--- config.mk ---
export PLATFORM = sky130hd
export DESIGN_NAME = pwcsc_top
export DESIGN_NICKNAME = d
export VERILOG_FILES = /design/src/pwcsc_pkg.sv /design/src/pwcsc_top.sv
export SDC_FILE = /design/constraint.sdc
export NUM_CORES = 1
export LEC_CHECK = 0
export BUFFER_PORTS_ARGS = -buffer_cell sky130_fd_sc_hd__buf_2
export CAP_MARGIN = 5
export CORE_MARGIN = 8
export CORE_UTILIZATION = 52
export DETAILED_ROUTE_END_ITERATION = 6
export MAX_ROUTING_LAYER = met4
export PLACE_DENSITY = 0.82
export SLEW_MARGIN = 5
export SYNTH_ARGS = -nofsm -noshare
export SYNTH_HDL_FRONTEND = slang
export SYNTH_SLANG_ARGS = --single-unit
--- constraint.sdc ---
create_clock -name sys_clk_in -period 3.25 [get_ports sys_clk_in]
set_clock_uncertainty 0.2 [all_clocks]
set_input_delay 0 -clock sys_clk_in [delete_from_list [all_inputs] [get_ports sys_clk_in]]
set_output_delay 0 -clock sys_clk_in [all_outputs]
set_load 0.05 [all_outputs]
--- src/pwcsc_pkg.sv ---
// package: register map, field positions, reset values and mode codes of the channel control block
package pwcsc_pkg;
  // -------------------------------------------------------------------
  // register indices (byte address is four times the index)
  // -------------------------------------------------------------------
  localparam logic [15:0] PWCSC_IDX_CNT_LO   = 16'hf8b4;
  localparam logic [15:0] PWCSC_IDX_CNT_HI   = 16'hf8b5;
  localparam logic [15:0] PWCSC_IDX_OUT_CFG  = 16'hf8b6;
  localparam logic [15:0] PWCSC_IDX_RUN_STAT = 16'hf8b7;
  localparam logic [15:0] PWCSC_IDX_TRG_CFG  = 16'hf8b8;
  localparam int          PWCSC_AW           = 18;
  // -------------------------------------------------------------------
  // reset values
  // -------------------------------------------------------------------
  localparam logic [7:0]  PWCSC_RST_OUT_CFG  = 8'h00;
  localparam logic [7:0]  PWCSC_RST_RUN_STAT = 8'h40;
  localparam logic [7:0]  PWCSC_RST_TRG_CFG  = 8'h00;
  // -------------------------------------------------------------------
  // field positions
  // -------------------------------------------------------------------
  localparam int PWCSC_OC_CLIG  = 7;
  localparam int PWCSC_OC_STPS  = 6;
  localparam int PWCSC_OC_INI   = 5;
  localparam int PWCSC_OC_NEG   = 4;
  localparam int PWCSC_OC_CS    = 0;
  localparam int PWCSC_RS_STAT  = 7;
  localparam int PWCSC_RS_FLG   = 6;
  localparam int PWCSC_RS_RUN   = 0;
  localparam int PWCSC_TC_MD    = 6;
  localparam int PWCSC_TC_TGSEL = 4;
  localparam int PWCSC_TC_STM   = 2;
  localparam int PWCSC_TC_TGE   = 0;
  localparam logic [7:0] PWCSC_TC_MASK = 8'h5f;
  // -------------------------------------------------------------------
  // mode codes
  // -------------------------------------------------------------------
  typedef enum logic [1:0] {
    PWCSC_STM_SW     = 2'b00,
    PWCSC_STM_SW_EXT = 2'b01,
    PWCSC_STM_EXT    = 2'b10,
    PWCSC_STM_SW_CLR = 2'b11
  } pwcsc_stm_t;
  localparam logic [1:0] PWCSC_TGE_OFF  = 2'b00;
  localparam logic [1:0] PWCSC_TGE_POS  = 2'b01;
  localparam logic [1:0] PWCSC_TGE_NEG  = 2'b10;
  localparam logic [1:0] PWCSC_TGE_BOTH = 2'b11;
  localparam logic [1:0] PWCSC_CS_HTB   = 2'b01;
  localparam logic [1:0] PWCSC_CS_EXT   = 2'b10;
  localparam logic [1:0] PWCSC_CS_LS    = 2'b00;
endpackage

--- src/pwcsc_top.sv ---
// pwm second channel start, stop, clear and output level control with apb registers
// Contract
// - idle select sets initial output: 0 high, 1 low; inversion also inverts it.
// - on pause, restore bit 0 holds output, 1 returns initial level.
// - in cooperation, pause behaviour follows the first channel's run bit.
// - in clear mode, inhibit bit 1 ignores external clear while flag high.
// - in cooperation, the first channel's clear inhibit governs.
// - run bit written 1 starts, written 0 stops; resets to 0.
// - output flag read only, resets 1, counter byte write forces it 1.
// - status bit reads 1 while counting, 0 stopped; resets 0.
// - start mode: 00 sw, 01 sw or ext, 10 ext only, 11 sw with clear.
// - sw or ext mode: 01 high starts low stops, 10 reversed; run still works.
// - ext only: 01 rising start falling stop clear, 10 reversed.
// - ext only with code 00 or 11: channel never operates.
// - clear mode: run controls; clear on fall 01, rise 10, both 11.
// - sw mode, or sw or ext with 00 or 11: only run bit acts.
// - pin select 0 first event pin, 1 second; cooperation uses pair select.
// - in cooperation, own edge and start mode settings are disregarded.
// - one shot bit 0 repeat, 1 one shot; cooperation uses pair bit.
// - one shot stops after one period; repeat keeps running.
// - cooperation without dead time shares pair timebase, own duty value.
// - cooperation with dead time leaves an interval with both outputs off.
// - invert bit 0 positive, 1 negative; initial output 1 or 0.
// - trigger sampled on oscillator tick for fast timebase, else low speed tick.
//
// Implementation choice: the APB slave port.
`timescale 1ns/1ps
`default_nettype none
module pwcsc_top
  import pwcsc_pkg::*;
#(
  parameter int DW = 16
) (
  // clock and reset
  input  wire logic                         sys_clk_in,
  input  wire logic                         rst_n_in,
  // apb slave
  input  wire logic                         psel_in,
  input  wire logic                         penable_in,
  input  wire logic                         pwrite_in,
  input  wire logic [pwcsc_pkg::PWCSC_AW-1:0] paddr_in,
  input  wire logic [31:0]                  pwdata_in,
  input  wire logic [3:0]                   pstrb_in,
  output logic                              pready_out,
  output logic [31:0]                       prdata_out,
  output logic                              pslverr_out,
  // clock enables
  input  wire logic                         low_speed_clock_tick_in,
  input  wire logic                         high_speed_timebase_clock_tick_in,
  input  wire logic                         external_clock_tick_in,
  input  wire logic                         oscillator_clock_tick_in,
  // period and duty buffers
  input  wire logic [DW-1:0]                period_buf_in,
  input  wire logic [DW-1:0]                duty_buf_in,
  // first channel settings
  input  wire logic                         cooperation_mode_select_in,
  input  wire logic                         dead_time_use_in,
  input  wire logic                         pair_run_bit_in,
  input  wire logic                         pair_clear_inhibit_in,
  input  wire logic                         pair_trigger_pin_select_in,
  input  wire logic                         pair_one_shot_select_in,
  input  wire logic [1:0]                   pair_start_mode_in,
  input  wire logic [1:0]                   pair_trigger_edge_in,
  input  wire logic [DW-1:0]                pair_count_in,
  input  wire logic                         pair_output_flag_in,
  // event pins
  input  wire logic                         event_pin_first_in,
  input  wire logic                         event_pin_second_in,
  // channel outputs
  output logic                              pwm_out,
  output logic                              count_active_out,
  output logic                              output_flag_out
);
  import pwcsc_pkg::*;

  // -------------------------------------------------------------------
  // state
  // -------------------------------------------------------------------
  typedef struct packed {
    logic          run;
    logic          stat;
    logic          flag;
    logic [DW-1:0] cnt;
    logic [DW-1:0] dcnt;
    logic [7:0]    ocfg;
    logic [7:0]    tcfg;
    logic          ext_go;
    logic          trig;
    logic          trig_prev;
    logic          out;
    logic [31:0]   rdata;
    logic          err;
  } pwcsc_state_t;

  pwcsc_state_t s_q;
  pwcsc_state_t s_d;

  function automatic logic addr_hit(input logic [PWCSC_AW-1:0] a, input logic [15:0] idx);
    addr_hit = (a == {idx, 2'b00});
  endfunction

  // -------------------------------------------------------------------
  // effective settings
  // -------------------------------------------------------------------
  logic       coop;
  logic [1:0] stm;
  logic [1:0] tge;
  logic       pin_sel;
  logic       one_shot;
  logic       clr_inh;
  logic       init_lvl;
  logic       run_eff;
  logic       samp;
  logic       pt;
  logic       rise;
  logic       fall;
  logic       go;
  logic       clr_edge;
  logic       clr_ok;
  logic       paused;
  logic       wr;
  logic       rd;
  logic       cnt_wr;
  logic       per_hit;

  assign coop     = cooperation_mode_select_in;
  assign stm      = coop ? pair_start_mode_in : s_q.tcfg[PWCSC_TC_STM +: 2];
  assign tge      = coop ? pair_trigger_edge_in : s_q.tcfg[PWCSC_TC_TGE +: 2];
  assign pin_sel  = coop ? pair_trigger_pin_select_in : s_q.tcfg[PWCSC_TC_TGSEL];
  assign one_shot = coop ? pair_one_shot_select_in : s_q.tcfg[PWCSC_TC_MD];
  assign clr_inh  = coop ? pair_clear_inhibit_in : s_q.ocfg[PWCSC_OC_CLIG];
  assign init_lvl = ~s_q.ocfg[PWCSC_OC_INI] ^ s_q.ocfg[PWCSC_OC_NEG];
  assign run_eff  = coop ? pair_run_bit_in : s_q.run;

  assign samp = (s_q.ocfg[PWCSC_OC_CS +: 2] == PWCSC_CS_HTB) ? oscillator_clock_tick_in
                                                              : low_speed_clock_tick_in;
  always_comb begin
    case (s_q.ocfg[PWCSC_OC_CS +: 2])
      PWCSC_CS_LS:  pt = low_speed_clock_tick_in;
      PWCSC_CS_HTB: pt = high_speed_timebase_clock_tick_in;
      PWCSC_CS_EXT: pt = external_clock_tick_in;
      default:      pt = 1'b0;
    endcase
  end

  assign rise = samp & s_q.trig & ~s_q.trig_prev;
  assign fall = samp & ~s_q.trig & s_q.trig_prev;

  // -------------------------------------------------------------------
  // start mode decode
  // -------------------------------------------------------------------
  always_comb begin
    go       = 1'b0;
    clr_edge = 1'b0;
    case (stm)
      PWCSC_STM_SW: begin
        go = run_eff;
      end
      PWCSC_STM_SW_EXT: begin
        if (tge == PWCSC_TGE_POS) begin
          go       = run_eff | s_q.trig;
          clr_edge = fall & ~run_eff;
        end else if (tge == PWCSC_TGE_NEG) begin
          go       = run_eff | ~s_q.trig;
          clr_edge = rise & ~run_eff;
        end else begin
          go = run_eff;
        end
      end
      PWCSC_STM_EXT: begin
        if (tge == PWCSC_TGE_POS || tge == PWCSC_TGE_NEG) begin
          go = s_q.ext_go;
        end
        if (tge == PWCSC_TGE_POS) begin
          clr_edge = fall;
        end else if (tge == PWCSC_TGE_NEG) begin
          clr_edge = rise;
        end
      end
      default: begin
        go = run_eff;
        if (tge == PWCSC_TGE_POS) begin
          clr_edge = fall;
        end else if (tge == PWCSC_TGE_NEG) begin
          clr_edge = rise;
        end else if (tge == PWCSC_TGE_BOTH) begin
          clr_edge = rise | fall;
        end
      end
    endcase
  end

  assign clr_ok  = clr_edge & ~((stm == PWCSC_STM_SW_CLR) & clr_inh & s_q.flag);
  assign paused  = ~run_eff & ~go;
  assign wr      = psel_in & penable_in & pwrite_in;
  assign rd      = psel_in & penable_in & ~pwrite_in;
  assign cnt_wr  = wr & pstrb_in[0] & (addr_hit(paddr_in, PWCSC_IDX_CNT_LO) | addr_hit(paddr_in, PWCSC_IDX_CNT_HI));
  assign per_hit = (s_q.cnt == period_buf_in);

  // -------------------------------------------------------------------
  // next state
  // -------------------------------------------------------------------
  always_comb begin
    s_d = s_q;
    // trigger sampling
    if (samp) begin
      s_d.trig      = pin_sel ? event_pin_second_in : event_pin_first_in;
      s_d.trig_prev = s_q.trig;
    end
    // external start and stop in ext only mode
    if (stm == PWCSC_STM_EXT) begin
      if ((tge == PWCSC_TGE_POS && rise) || (tge == PWCSC_TGE_NEG && fall)) begin
        s_d.ext_go = 1'b1;
      end else if (clr_edge) begin
        s_d.ext_go = 1'b0;
      end
    end else begin
      s_d.ext_go = 1'b0;
    end
    // counting
    if (coop) begin
      s_d.stat = pair_run_bit_in;
      if (pt) begin
        if (dead_time_use_in) begin
          if (pair_output_flag_in) begin
            s_d.dcnt = '0;
          end else if (s_q.dcnt != duty_buf_in) begin
            s_d.dcnt = s_q.dcnt + 1'b1;
          end
          s_d.flag = ~pair_output_flag_in & (s_q.dcnt == duty_buf_in);
        end else begin
          s_d.flag = (pair_count_in <= duty_buf_in);
        end
      end
    end else if (pt) begin
      s_d.stat = go;
      if (s_q.stat && go) begin
        if (s_q.cnt == duty_buf_in) begin
          s_d.flag = 1'b0;
        end
        if (per_hit) begin
          s_d.flag = 1'b1;
          s_d.cnt  = '0;
          if (one_shot) begin
            s_d.run    = 1'b0;
            s_d.ext_go = 1'b0;
            s_d.stat   = 1'b0;
          end
        end else begin
          s_d.cnt = s_q.cnt + 1'b1;
        end
      end
    end
    if (clr_ok) begin
      s_d.cnt  = '0;
      s_d.flag = 1'b1;
    end
    // output level
    if (!paused || s_q.stat) begin
      s_d.out = s_d.flag ^ s_q.ocfg[PWCSC_OC_INI] ^ s_q.ocfg[PWCSC_OC_NEG];
    end else if (s_q.ocfg[PWCSC_OC_STPS]) begin
      s_d.out = init_lvl;
    end
    // register writes
    if (wr && pstrb_in[0]) begin
      if (addr_hit(paddr_in, PWCSC_IDX_OUT_CFG)) begin
        s_d.ocfg = pwdata_in[7:0];
        if (!s_q.stat) begin
          s_d.out = ~pwdata_in[PWCSC_OC_INI] ^ pwdata_in[PWCSC_OC_NEG];
        end
      end else if (addr_hit(paddr_in, PWCSC_IDX_RUN_STAT)) begin
        s_d.run = pwdata_in[PWCSC_RS_RUN];
      end else if (addr_hit(paddr_in, PWCSC_IDX_TRG_CFG)) begin
        s_d.tcfg = pwdata_in[7:0] & PWCSC_TC_MASK;
      end
    end
    if (cnt_wr) begin
      s_d.cnt  = '0;
      s_d.flag = 1'b1;
    end
    // register reads
    s_d.err   = 1'b0;
    s_d.rdata = 32'h0000_0000;
    if (psel_in && !penable_in) begin
      if (addr_hit(paddr_in, PWCSC_IDX_OUT_CFG)) begin
        s_d.rdata[7:0] = s_q.ocfg;
      end else if (addr_hit(paddr_in, PWCSC_IDX_RUN_STAT)) begin
        s_d.rdata[PWCSC_RS_STAT] = s_q.stat;
        s_d.rdata[PWCSC_RS_FLG]  = s_q.flag;
        s_d.rdata[PWCSC_RS_RUN]  = s_q.run;
      end else if (addr_hit(paddr_in, PWCSC_IDX_TRG_CFG)) begin
        s_d.rdata[7:0] = s_q.tcfg & PWCSC_TC_MASK;
      end else if (addr_hit(paddr_in, PWCSC_IDX_CNT_LO)) begin
        s_d.rdata[7:0] = s_q.cnt[7:0];
      end else if (addr_hit(paddr_in, PWCSC_IDX_CNT_HI)) begin
        s_d.rdata[7:0] = s_q.cnt[DW-1:8];
      end else begin
        s_d.err = 1'b1;
      end
    end else if (psel_in) begin
      s_d.rdata = s_q.rdata;
      s_d.err   = s_q.err;
    end
  end

  always_ff @(posedge sys_clk_in or negedge rst_n_in) begin
    if (!rst_n_in) begin
      s_q           <= '0;
      s_q.flag      <= PWCSC_RST_RUN_STAT[PWCSC_RS_FLG];
      s_q.ocfg      <= PWCSC_RST_OUT_CFG;
      s_q.tcfg      <= PWCSC_RST_TRG_CFG;
      s_q.out       <= 1'b1;
    end else begin
      s_q <= s_d;
    end
  end

  // -------------------------------------------------------------------
  // outputs
  // -------------------------------------------------------------------
  assign pready_out       = 1'b1;
  assign prdata_out       = s_q.rdata;
  assign pslverr_out      = psel_in & penable_in & s_q.err;
  assign pwm_out          = s_q.out;
  assign count_active_out = s_q.stat;
  assign output_flag_out  = s_q.flag;
endmodule
`default_nettype wire

# Word level (Yosys, flattened, before mapping)

Cells that the tools add are included.
W data, S select, Z words.

Bits in registers: 86
Input bits: 124
Output and inout bits: 37
Word-level logic and storage cells: 156

Add/subtract/negate cells: 2
Magnitude comparators: 1
Eq/ne operators: 19
Mux-type cells: 67
Bitwise operators: 34
Reduce and logical (&&, ||, !) cells: 20

Operator list:

| operator                | number |
|---|---|
| $eq A18 B18 Y1 const B  | 5 |
| $mux W16                | 4 |
| $eq A16 B16 Y1          | 3 |
| $mux W1                 | 42 |
| $mux W19                | 2 |
| $mux W17                | 2 |
| $mux W33                | 1 |
| $add A16 B1 Y16 const B | 2 |
| $mux W8                 | 4 |
| $mux W24                | 1 |
| $and A1 B1 Y1           | 16 |
| $le A16 B16 Y1          | 1 |
| $ne A16 B16 Y1          | 1 |
| $eq A2 B2 Y1 const B    | 5 |
| $mux W2                 | 5 |
| $not A1 Y1              | 10 |
| $mux W9                 | 1 |
| $reduce_and A4 Y1       | 2 |
| $eq A2 B1 Y1 const B    | 3 |
| $pmux W1 S3             | 2 |
| $reduce_bool A3 Y1      | 2 |
| $logic_and A1 B1 Y1     | 5 |
| $mux W5                 | 1 |
| $logic_not A2 Y1        | 2 |
| other kinds (11)        | 21 |

# Longest topological paths before layout

Gate-level depths: netlist of the first run.

Word-level depth: 17
Gate-level depth with buffers: 12

# Worst setup path after synthesis of the first run

No wires, ideal clock.

Path kind: register -> register
From: reg s_q[37] (netlist name)
To: reg s_q[79] (netlist name)
Library setup time: 0.077 ns
Arrival: 2.441 ns
Data required time: 2.973 ns
Setup slack: 0.532 ns
Stages on the path, launching flop included: 10
Buffers on the path: 0
Period minus slack after synthesis: 2.718 ns
Cells stage by stage: dfrtp_1 mux2i_1 inv_1 ha_1 or4b_1 a21o_1 o211ai_4 nand4_1 or3_1 a21oi_1

Cells in the longest elaborated chain, start to end: 9
Elaborated cells between the ends (all ways): 25
Classes of those cells: 4 x eq/ne; 15 x mux; 1 x bitwise; 5 x reduce/logical

Ends and longest elaborated chain:

| what                                                    | line             | text |
|---|---|---|
| start, declared                                         | pwcsc_top.sv:95  | `pwcsc_state_t s_q;` |
| $mux W2 (*)                                             | pwcsc_top.sv:128 | `assign tge = coop ? pair_trigger_edge_in : s_q.tcfg[PWCSC_TC_TGE +: 2];` |
| $eq A2 B2 Y1                                            | pwcsc_top.sv:186 | `end else if (tge == PWCSC_TGE_BOTH) begin` |
| $mux W1                                                 | pwcsc_top.sv:186 |  |
| $mux W1                                                 | pwcsc_top.sv:184 | `end else if (tge == PWCSC_TGE_NEG) begin` |
| $mux W1                                                 | pwcsc_top.sv:182 | `if (tge == PWCSC_TGE_POS) begin` |
| $pmux W1 S3                                             | pwcsc_top.sv:155 | `case (stm)` |
| $and A1 B1 Y1                                           | pwcsc_top.sv:193 | `assign clr_ok = clr_edge & ~((stm == PWCSC_STM_SW_CLR) & clr_inh & s_q.flag);` |
| $ne A3 B1 Y1 (no line), or another cell as far along    | n/a              |  |
| $reduce_and A3 Y1 (no line) or $mux W17 (tied branches) | n/a              |  |

Mark *: on every way between the ends. The rest lies on a longest branch, timed or not.
A chain may end at the register's enable or synchronous reset.

# Final worst setup path of the first run

Ends and elaborated chain as after synthesis.

==> metrics, run 1 <==
Synth Cell Area roughly 0.005 mm²; total congestion overflow 0; Comb power frac 0.230; Seq/Total Area, Yosys 0.3154; CTS tree built; IO Pins about 160; global-route wire length before repair roughly 23,000 µm; Die W ~110 µm; yosys warns 0; Initial DRT Pass Iterations 4; Fillers between 700 and 800; pwr dens 326.8 mW/mm²; worst skew pair latency around 360 ps; Avg WL per Cell 17.42 µm; largest net degree at the start of global routing 44; Internal around 1.3 mW; clock-pin slew on the worst setup and hold paths around 80 ps; Hold Crit Depth 4; IO Port Bufs roughly 110; layout cells sized above 1 0.2437; postcts setup bufs 0; Synth async-reset ratio 1.000; DR iter-0 viols roughly 280; final-report setup violation count 0; sequential power share 0.438; r2r startpoint s_q[37]; total global-route track usage 0.2272; slowest CP cell or4b_1; die area approximately 0.013 mm²; worst-path cell chain mux2i_1 > inv_1 > ha_1 > or4b_1 > a21o_1 > o211ai_4 > nand4_1 > or3_1 > a21oi_1; worst-path maximum fanout 8; Synth cell types 57; CP Capture Type register; CP arrival between 3000 and 4000 ps; dominant cell type by area after synthesis dfrtp_1; diodes inserted 0; Routed Antenna Nets 0; kind of critical path register to register; final hold viol count 0; Max-cap violations 0; die height 113.3 µm; RSZ-0062 raised after global routing false; post-DR vias/cell approximately 5.6; Req. time, crit path about 3300 ps; clk sinks 62; GPL Wtd Cong 0.9115; worst vdd ir 0.3138 mV; Mean Syn Cell Area ~8.9 µm²; R2R Setup Slk about 200 ps; Hold WC Path Type primary input to register; Hold Slack 48.10 ps; count leader, synth dfrtp_1; CTS H-tree depth 3; EDFF count, synth 0; Final min period between 3000 and 4000 ps; WP depth 9; Layout area overhead 18.77%; Simple-Gate Fraction of Synth Area 0.2057; final routed DRC violation total 0; power share of the clock group 0.332; achievable frequency about 330 MHz; Buf/Inv on CP 1; Core ar. around 0.0092 mm²; Reg-to-Reg End s_q[79]; Final period util 0.9378; Detailed Place HPWL around 11,000 µm; TritonCTS Buffers 9; outcome finished clean; Final #Nets 820; initial antenna violation count 0; post-synthesis adder-cell area fraction 0.06094; R2R depth 9; Max-slew headroom 0.3550; largest family of logic cells by synthesized area simple AND/OR/NAND/NOR gates; CTS Root Cell clkbuf_8; proportion of netlist area held by the largest area contributor 0.3047; LEAKAGE about 2.9 nW; synthesized instance count 556; xor and xnor area share after synthesis 0.09777; Synth top cells by count dfrtp_1, o21ai_0, nand2_1, buf_4, a21oi_1; Vias 4,534; routed wire length around 14,000 µm; Max Slew Vio Count 0; worst slew pin tran between 900 and 1000 ps; FF+latch count, synth 62; Cell Rows 35; Worst Hold Launch cooperation_mode_select_in; Largest delay share family, worst path simple AND/OR/NAND/NOR gates; Compound-Gate Fraction of Synth Area 0.1348; Hold EP s_q[53]; final setup TNS 0 ps; startpoint types register; slowest stage delay, CP about 530 ps; sw frac 0.3427; NetSw 0.6553 mW; Bufs on Longest Clock Path 2; vias in the first global route roughly 4.7k; Area contributors post-synth dfrtp_1, ha_1, xor2_1; ys flop type dfrtp_1; starting density of the core 0.5332; post-synthesis mux area share 0.08939
[placed cells by master (no fill, tap or decap), types with 9 or more instances in the layout]
cell type / netlist / routed
nor2_1: 23 / 23
nor4_1: 10 / 10
conb_1: 2 / 25
o21ai_0: 45 / 45
dfrtp_1: 60 / 60
and3_1: 10 / 10
a21oi_1: 34 / 34
nand3_1: 14 / 14
buf_2: 10 / 107
clkbuf_8: 0 / 9
mux2_2: 22 / 22
nand4_1: 17 / 17
or3_1: 11 / 10
and4_1: 9 / 9
xnor2_1: 23 / 23
mux2i_1: 17 / 17
xor2_1: 32 / 32
nor2b_1: 9 / 9
nand2_1: 41 / 41
dlygate4sd3_1: 0 / 29
ha_1: 24 / 24
inv_1: 26 / 26
[sequential cells by signal, summed over array words and instances (netlist names)]
name and flops:
count_active_out 1, output_flag_out 1, prdata_out 8, pwm_out 1
s_q 51
[power groups by stage]
stage	logic (mW)	clock network (mW)	registers, mW
6_report	0.439	0.635	0.837
2_1_floorplan	0.278	0	0.858
5_1_grt	0.482	0.674	0.840
3_3_place_gp	0.392	0	0.852
3_5_place_dp	0.408	0	0.852
4_1_cts	0.438	0.646	0.837
[how the worst max path moves through the flow]
stage,start,to,slack (ps)
after CTS,s_q[37],s_q[81],210
final,s_q[37],s_q[79],200
after floorplan,s_q[37],s_q[79],530
after global placement,s_q[37],s_q[83],300
after global routing,s_q[37],s_q[84],30
after detailed placement,s_q[37],s_q[81],250
[repair_timing]
item	4_1_cts	5_1_grt
endpoints found under the hold margin	79	0
endpoints found under the setup margin	0	2
hold buffers	29	0
gates resized for setup	0	3
[metrics by stage]
step	power [mW]	utilization	setup slack [ps]	instances	area, µm²
floorplan	1.135	-	532.0	579	5014
global placement	1.244	0.5806	304.2	761	5365
detailed placement	1.260	0.5806	246.4	761	5365
CTS	1.920	0.6317	207.6	806	5837
global route	1.996	0.6333	34.77	806	5852
finish	1.912	0.6333	202.2	806	5852
[per-layer routing]
metal / wire (µm) / GRT usage
met3: 1041 / 0.05591
met1: 5976 / 0.2621
met5: 0 / -
met2: 6704 / 0.3679
met4: 322 / 0.1021
[layout make-up]
type                       count  area, µm²  area share
timing repair buffer         139      848.3      0.1450
sequential                    62       1554      0.2656
multi-input combinational    434       3009      0.5142
tap                          129      161.4     0.02758
clock inverter                 7      57.56    0.009835
inverter                      26      97.59     0.01668
clock buffer                   9      123.9     0.02117
[kinds of logic after synthesis]
kind of cell	count (synthesis)
fa+ha+maj	24
buf+inv	83
mux	40
compound gates	110
other cells	2
xor+xnor	55
simple gates	180
flops	62
[worst reg2reg max path, delay by kind of cell (launching register included)]
family | cells | cell delay (ps)
flip-flops | 1 | 420
AND/OR/NAND/NOR | 3 | 1060
AO/OA/AOI/OAI | 3 | 720
adder cells (fa/ha/maj) | 1 | 260
multiplexers | 1 | 210
buffers and inverters | 1 | 100
No activity file was read; power rests on OpenSTA's default activity.
==> run 2: changes to the inputs <==
Settings changed: ABC_AREA from default to 1, CORE_UTILIZATION 52 to 53.
==> metrics, run 2 <==
outcome finished clean; Die W 117.0 µm (+3.2%); FF+latch count, synth 62 (unchanged); number of flip-flops under the largest register name 51 (unchanged); CP arrival 3000 ps (-130 ps); largest net degree at the start of global routing 23 (-48%); EDFF count, synth 0 (unchanged); Synth Cell Area 0.005405 mm² (+9.7%); CTS H-tree depth 3 (unchanged); Core ar. 0.01009 mm² (+9.2%); commonest non-fill, non-tap cells in the layout nand2_1, buf_2, inv_1; Seq/Total Area, Yosys 0.2875 (-0.02789); Max-cap violations 0 (unchanged); Avg WL per Cell 15.09 µm (-13%); CTS Root Cell clkbuf_8; achievable frequency 337.2 MHz (+2.8%); GPL Wtd Cong 0.9418 (+3.3%); count leader, synth nand2_1; post-synthesis adder-cell area fraction 0.05556 (-0.005389); Layout area overhead 19.31%; synthesized instance count 779 (+40%); Final min period 2966 ps (-81.89 ps); Routed Antenna Nets 0 (unchanged); Synth top cells by count nand2_1, inv_1, dfrtp_1, nor2_1, nand3_1; startpoint types register; worst vdd ir 0.1704 mV (-46%); dominant cell type by area after synthesis dfrtp_1; LEAKAGE 3.340 nW (+15%); Compound-Gate Fraction of Synth Area 0.1178 (-0.01702); clock-pin slew on the worst setup and hold paths 80 ps (about the same); total congestion overflow 0 (unchanged); Simple-Gate Fraction of Synth Area 0.3352 (+0.1295); die height 117.0 µm (+3.2%); worst-path maximum fanout 6 (-2); Max-slew headroom 0.6323 (+0.2773); diodes inserted 0 (unchanged); xor and xnor area share after synthesis 0.05185 (-0.04591); worst slew pin tran 550.0 ps (-417.5 ps); PostCTS Resize Cnt 0 (unchanged); Synth async-reset ratio 1.000 (unchanged); postcts setup bufs 0 (unchanged); worst skew pair latency 350 ps (about the same); die area 0.01369 mm² (+6.5%); CP Capture Type register; Req. time, crit path 3280 ps (-50 ps); most common cell after layout, fill and taps aside nand2_1; Area contributors post-synth dfrtp_1, nand2_1, inv_1; ys flop type dfrtp_1; Max Slew Vio Count 0 (unchanged); Detailed Place HPWL 12,280 µm (+12%); final setup TNS 0 ps (unchanged); pwr dens 349.5 mW/mm² (+6.9%); TritonCTS Buffers 9 (unchanged); Reg with most FFs s_q; Vias 5,543 (+22%); vias in the first global route 5,295 (+12%); initial antenna violation count 0 (unchanged); Mean Syn Cell Area 6.939 µm² (-22%); Synth cell types 55 (-3.5%); largest family of logic cells by synthesized area simple AND/OR/NAND/NOR gates; total power 2.254 mW (+18%); routed wire length 15,920 µm (+13%); Initial DRT Pass Iterations 5 (+1); global-route wire length before repair 25,550 µm (+12%); Cell Rows 37 (+5.7%); Bufs on Longest Clock Path 2 (unchanged); final hold viol count 0 (unchanged); yosys warns 0 (unchanged); clk sinks 62 (unchanged); Final period util 0.9126 (-0.02520); post-synthesis mux area share 0.006250 (-0.08314); RSZ-0062 raised after global routing false; starting density of the core 0.5356 (+0.002338); IO Port Bufs 108 (+0.93%); Final #Nets 1,062 (+30%); post-DR vias/cell 5.254 (-6.6%); Hold WC Path Type primary input to register; area of the multi-input gates 0.003157 mm² (+4.9%); total global-route track usage 0.2438 (+0.01659); Sequential Area 0.001554 mm² (unchanged); Fillers 951 (+23%); IO Pins 161 (unchanged); CTS tree built; final routed DRC violation total 0 (unchanged); layout cells sized above 1 0.2133 (-0.03045); kind of critical path register to register; proportion of netlist area held by the largest area contributor 0.2778 (-0.02695); final-report setup violation count 0 (unchanged); DR iter-0 viols 520 (+85%)
-- run 2: cell types whose count changed after synthesis, moves of 15 or more --
cell     before  now
a21oi_1      34   19
mux2i_1      17    0
mux2_2       22    3
nand3_1      14   41
inv_2         0   17
xor2_1       32   12
nand2_1      41  201
inv_1        26  105
nand2_2       0   15
nor2_1       23   47
-- run 2: final timing paths --
check	slack (ps)	from	cells after the start	end
hold reg to reg	290	prdata_out[6]	2	prdata_out[6]
min in group asynchronous	510	rst_n_in	3	s_q[36]
max in group asynchronous	1250	rst_n_in	4	s_q[55]
setup reg to reg	280	s_q[37]	14	s_q[87]
hold / removal	30	pwrite_in	5	output_flag_out
setup / recovery	280	s_q[37]	14	s_q[87]
-- run 2: per-stage QoR --
step           worst slack (ps)  hold WS [ps]  cell area (µm²)  utilization  std cells
5_1_grt                   111.5         60.96             6449       0.6390       1055
2_1_floorplan              1005        -495.6             5492            -        802
3_5_place_dp              584.7        -185.0             5898       0.5844       1003
4_1_cts                   389.6         22.60             6449       0.6390       1055
3_3_place_gp              614.3        -187.1             5898       0.5844       1003
6_report                  284.1         31.86             6449       0.6390       1055
-- run 2: worst max-delay path: stages, from the launching register on --
cell and delay [ps]:
dfrtp_1 410, o21ai_0 280, inv_1 100, ha_1 250, inv_2 70, nand2_1 60, nand2_1 50, nand3_1 60
nand2_1 80, nand2_2 70, a21oi_4 220, nand3_1 160, nor2_1 140, o32ai_1 110, dlygate4sd3_1 580
-- run 2: cells by family after synthesis --
kind of cell | Yosys count
adder cells (fa/ha/maj) | 24
AO/OA/AOI/OAI | 103
XOR/XNOR | 32
multiplexers | 3
AND/OR/NAND/NOR | 385
other | 2
flip-flops | 62
buffers and inverters | 168
-- run 2: area by class of cell --
type / count / share of cell area
repair buffers: 146 / 0.1420
clock buffers: 10 / 0.01979
well taps: 136 / 0.02639
multi-input cells: 572 / 0.4895
flip-flops and latches: 62 / 0.2410
inverters: 123 / 0.07159
clock inverters: 6 / 0.009701
-- run 2: power by group --
| part | switching, mW | total (mW) | internal (mW) |
|---|---|---|---|
| combinational | 0.396 | 0.632 | 0.236 |
| sequential | 0.104 | 0.932 | 0.828 |
| clock | 0.338 | 0.689 | 0.352 |
-- run 2: what timing repair did --
action                                 CTS  global route
endpoints found under the hold margin  105             0
hold buffers                            36             0
setup endpoints to repair                0             0
-- run 2: metal layers --
layer	routed length, µm	vias up	GRT usage	part of all wire
met2	7238	264	0.3799	0.45
met4	455	0	0.09727	0.029
met3	1317	47	0.03438	0.083
li1	-	2743	-	-
met1	6911	2489	0.3143	0.43
met5	0	-	-	0
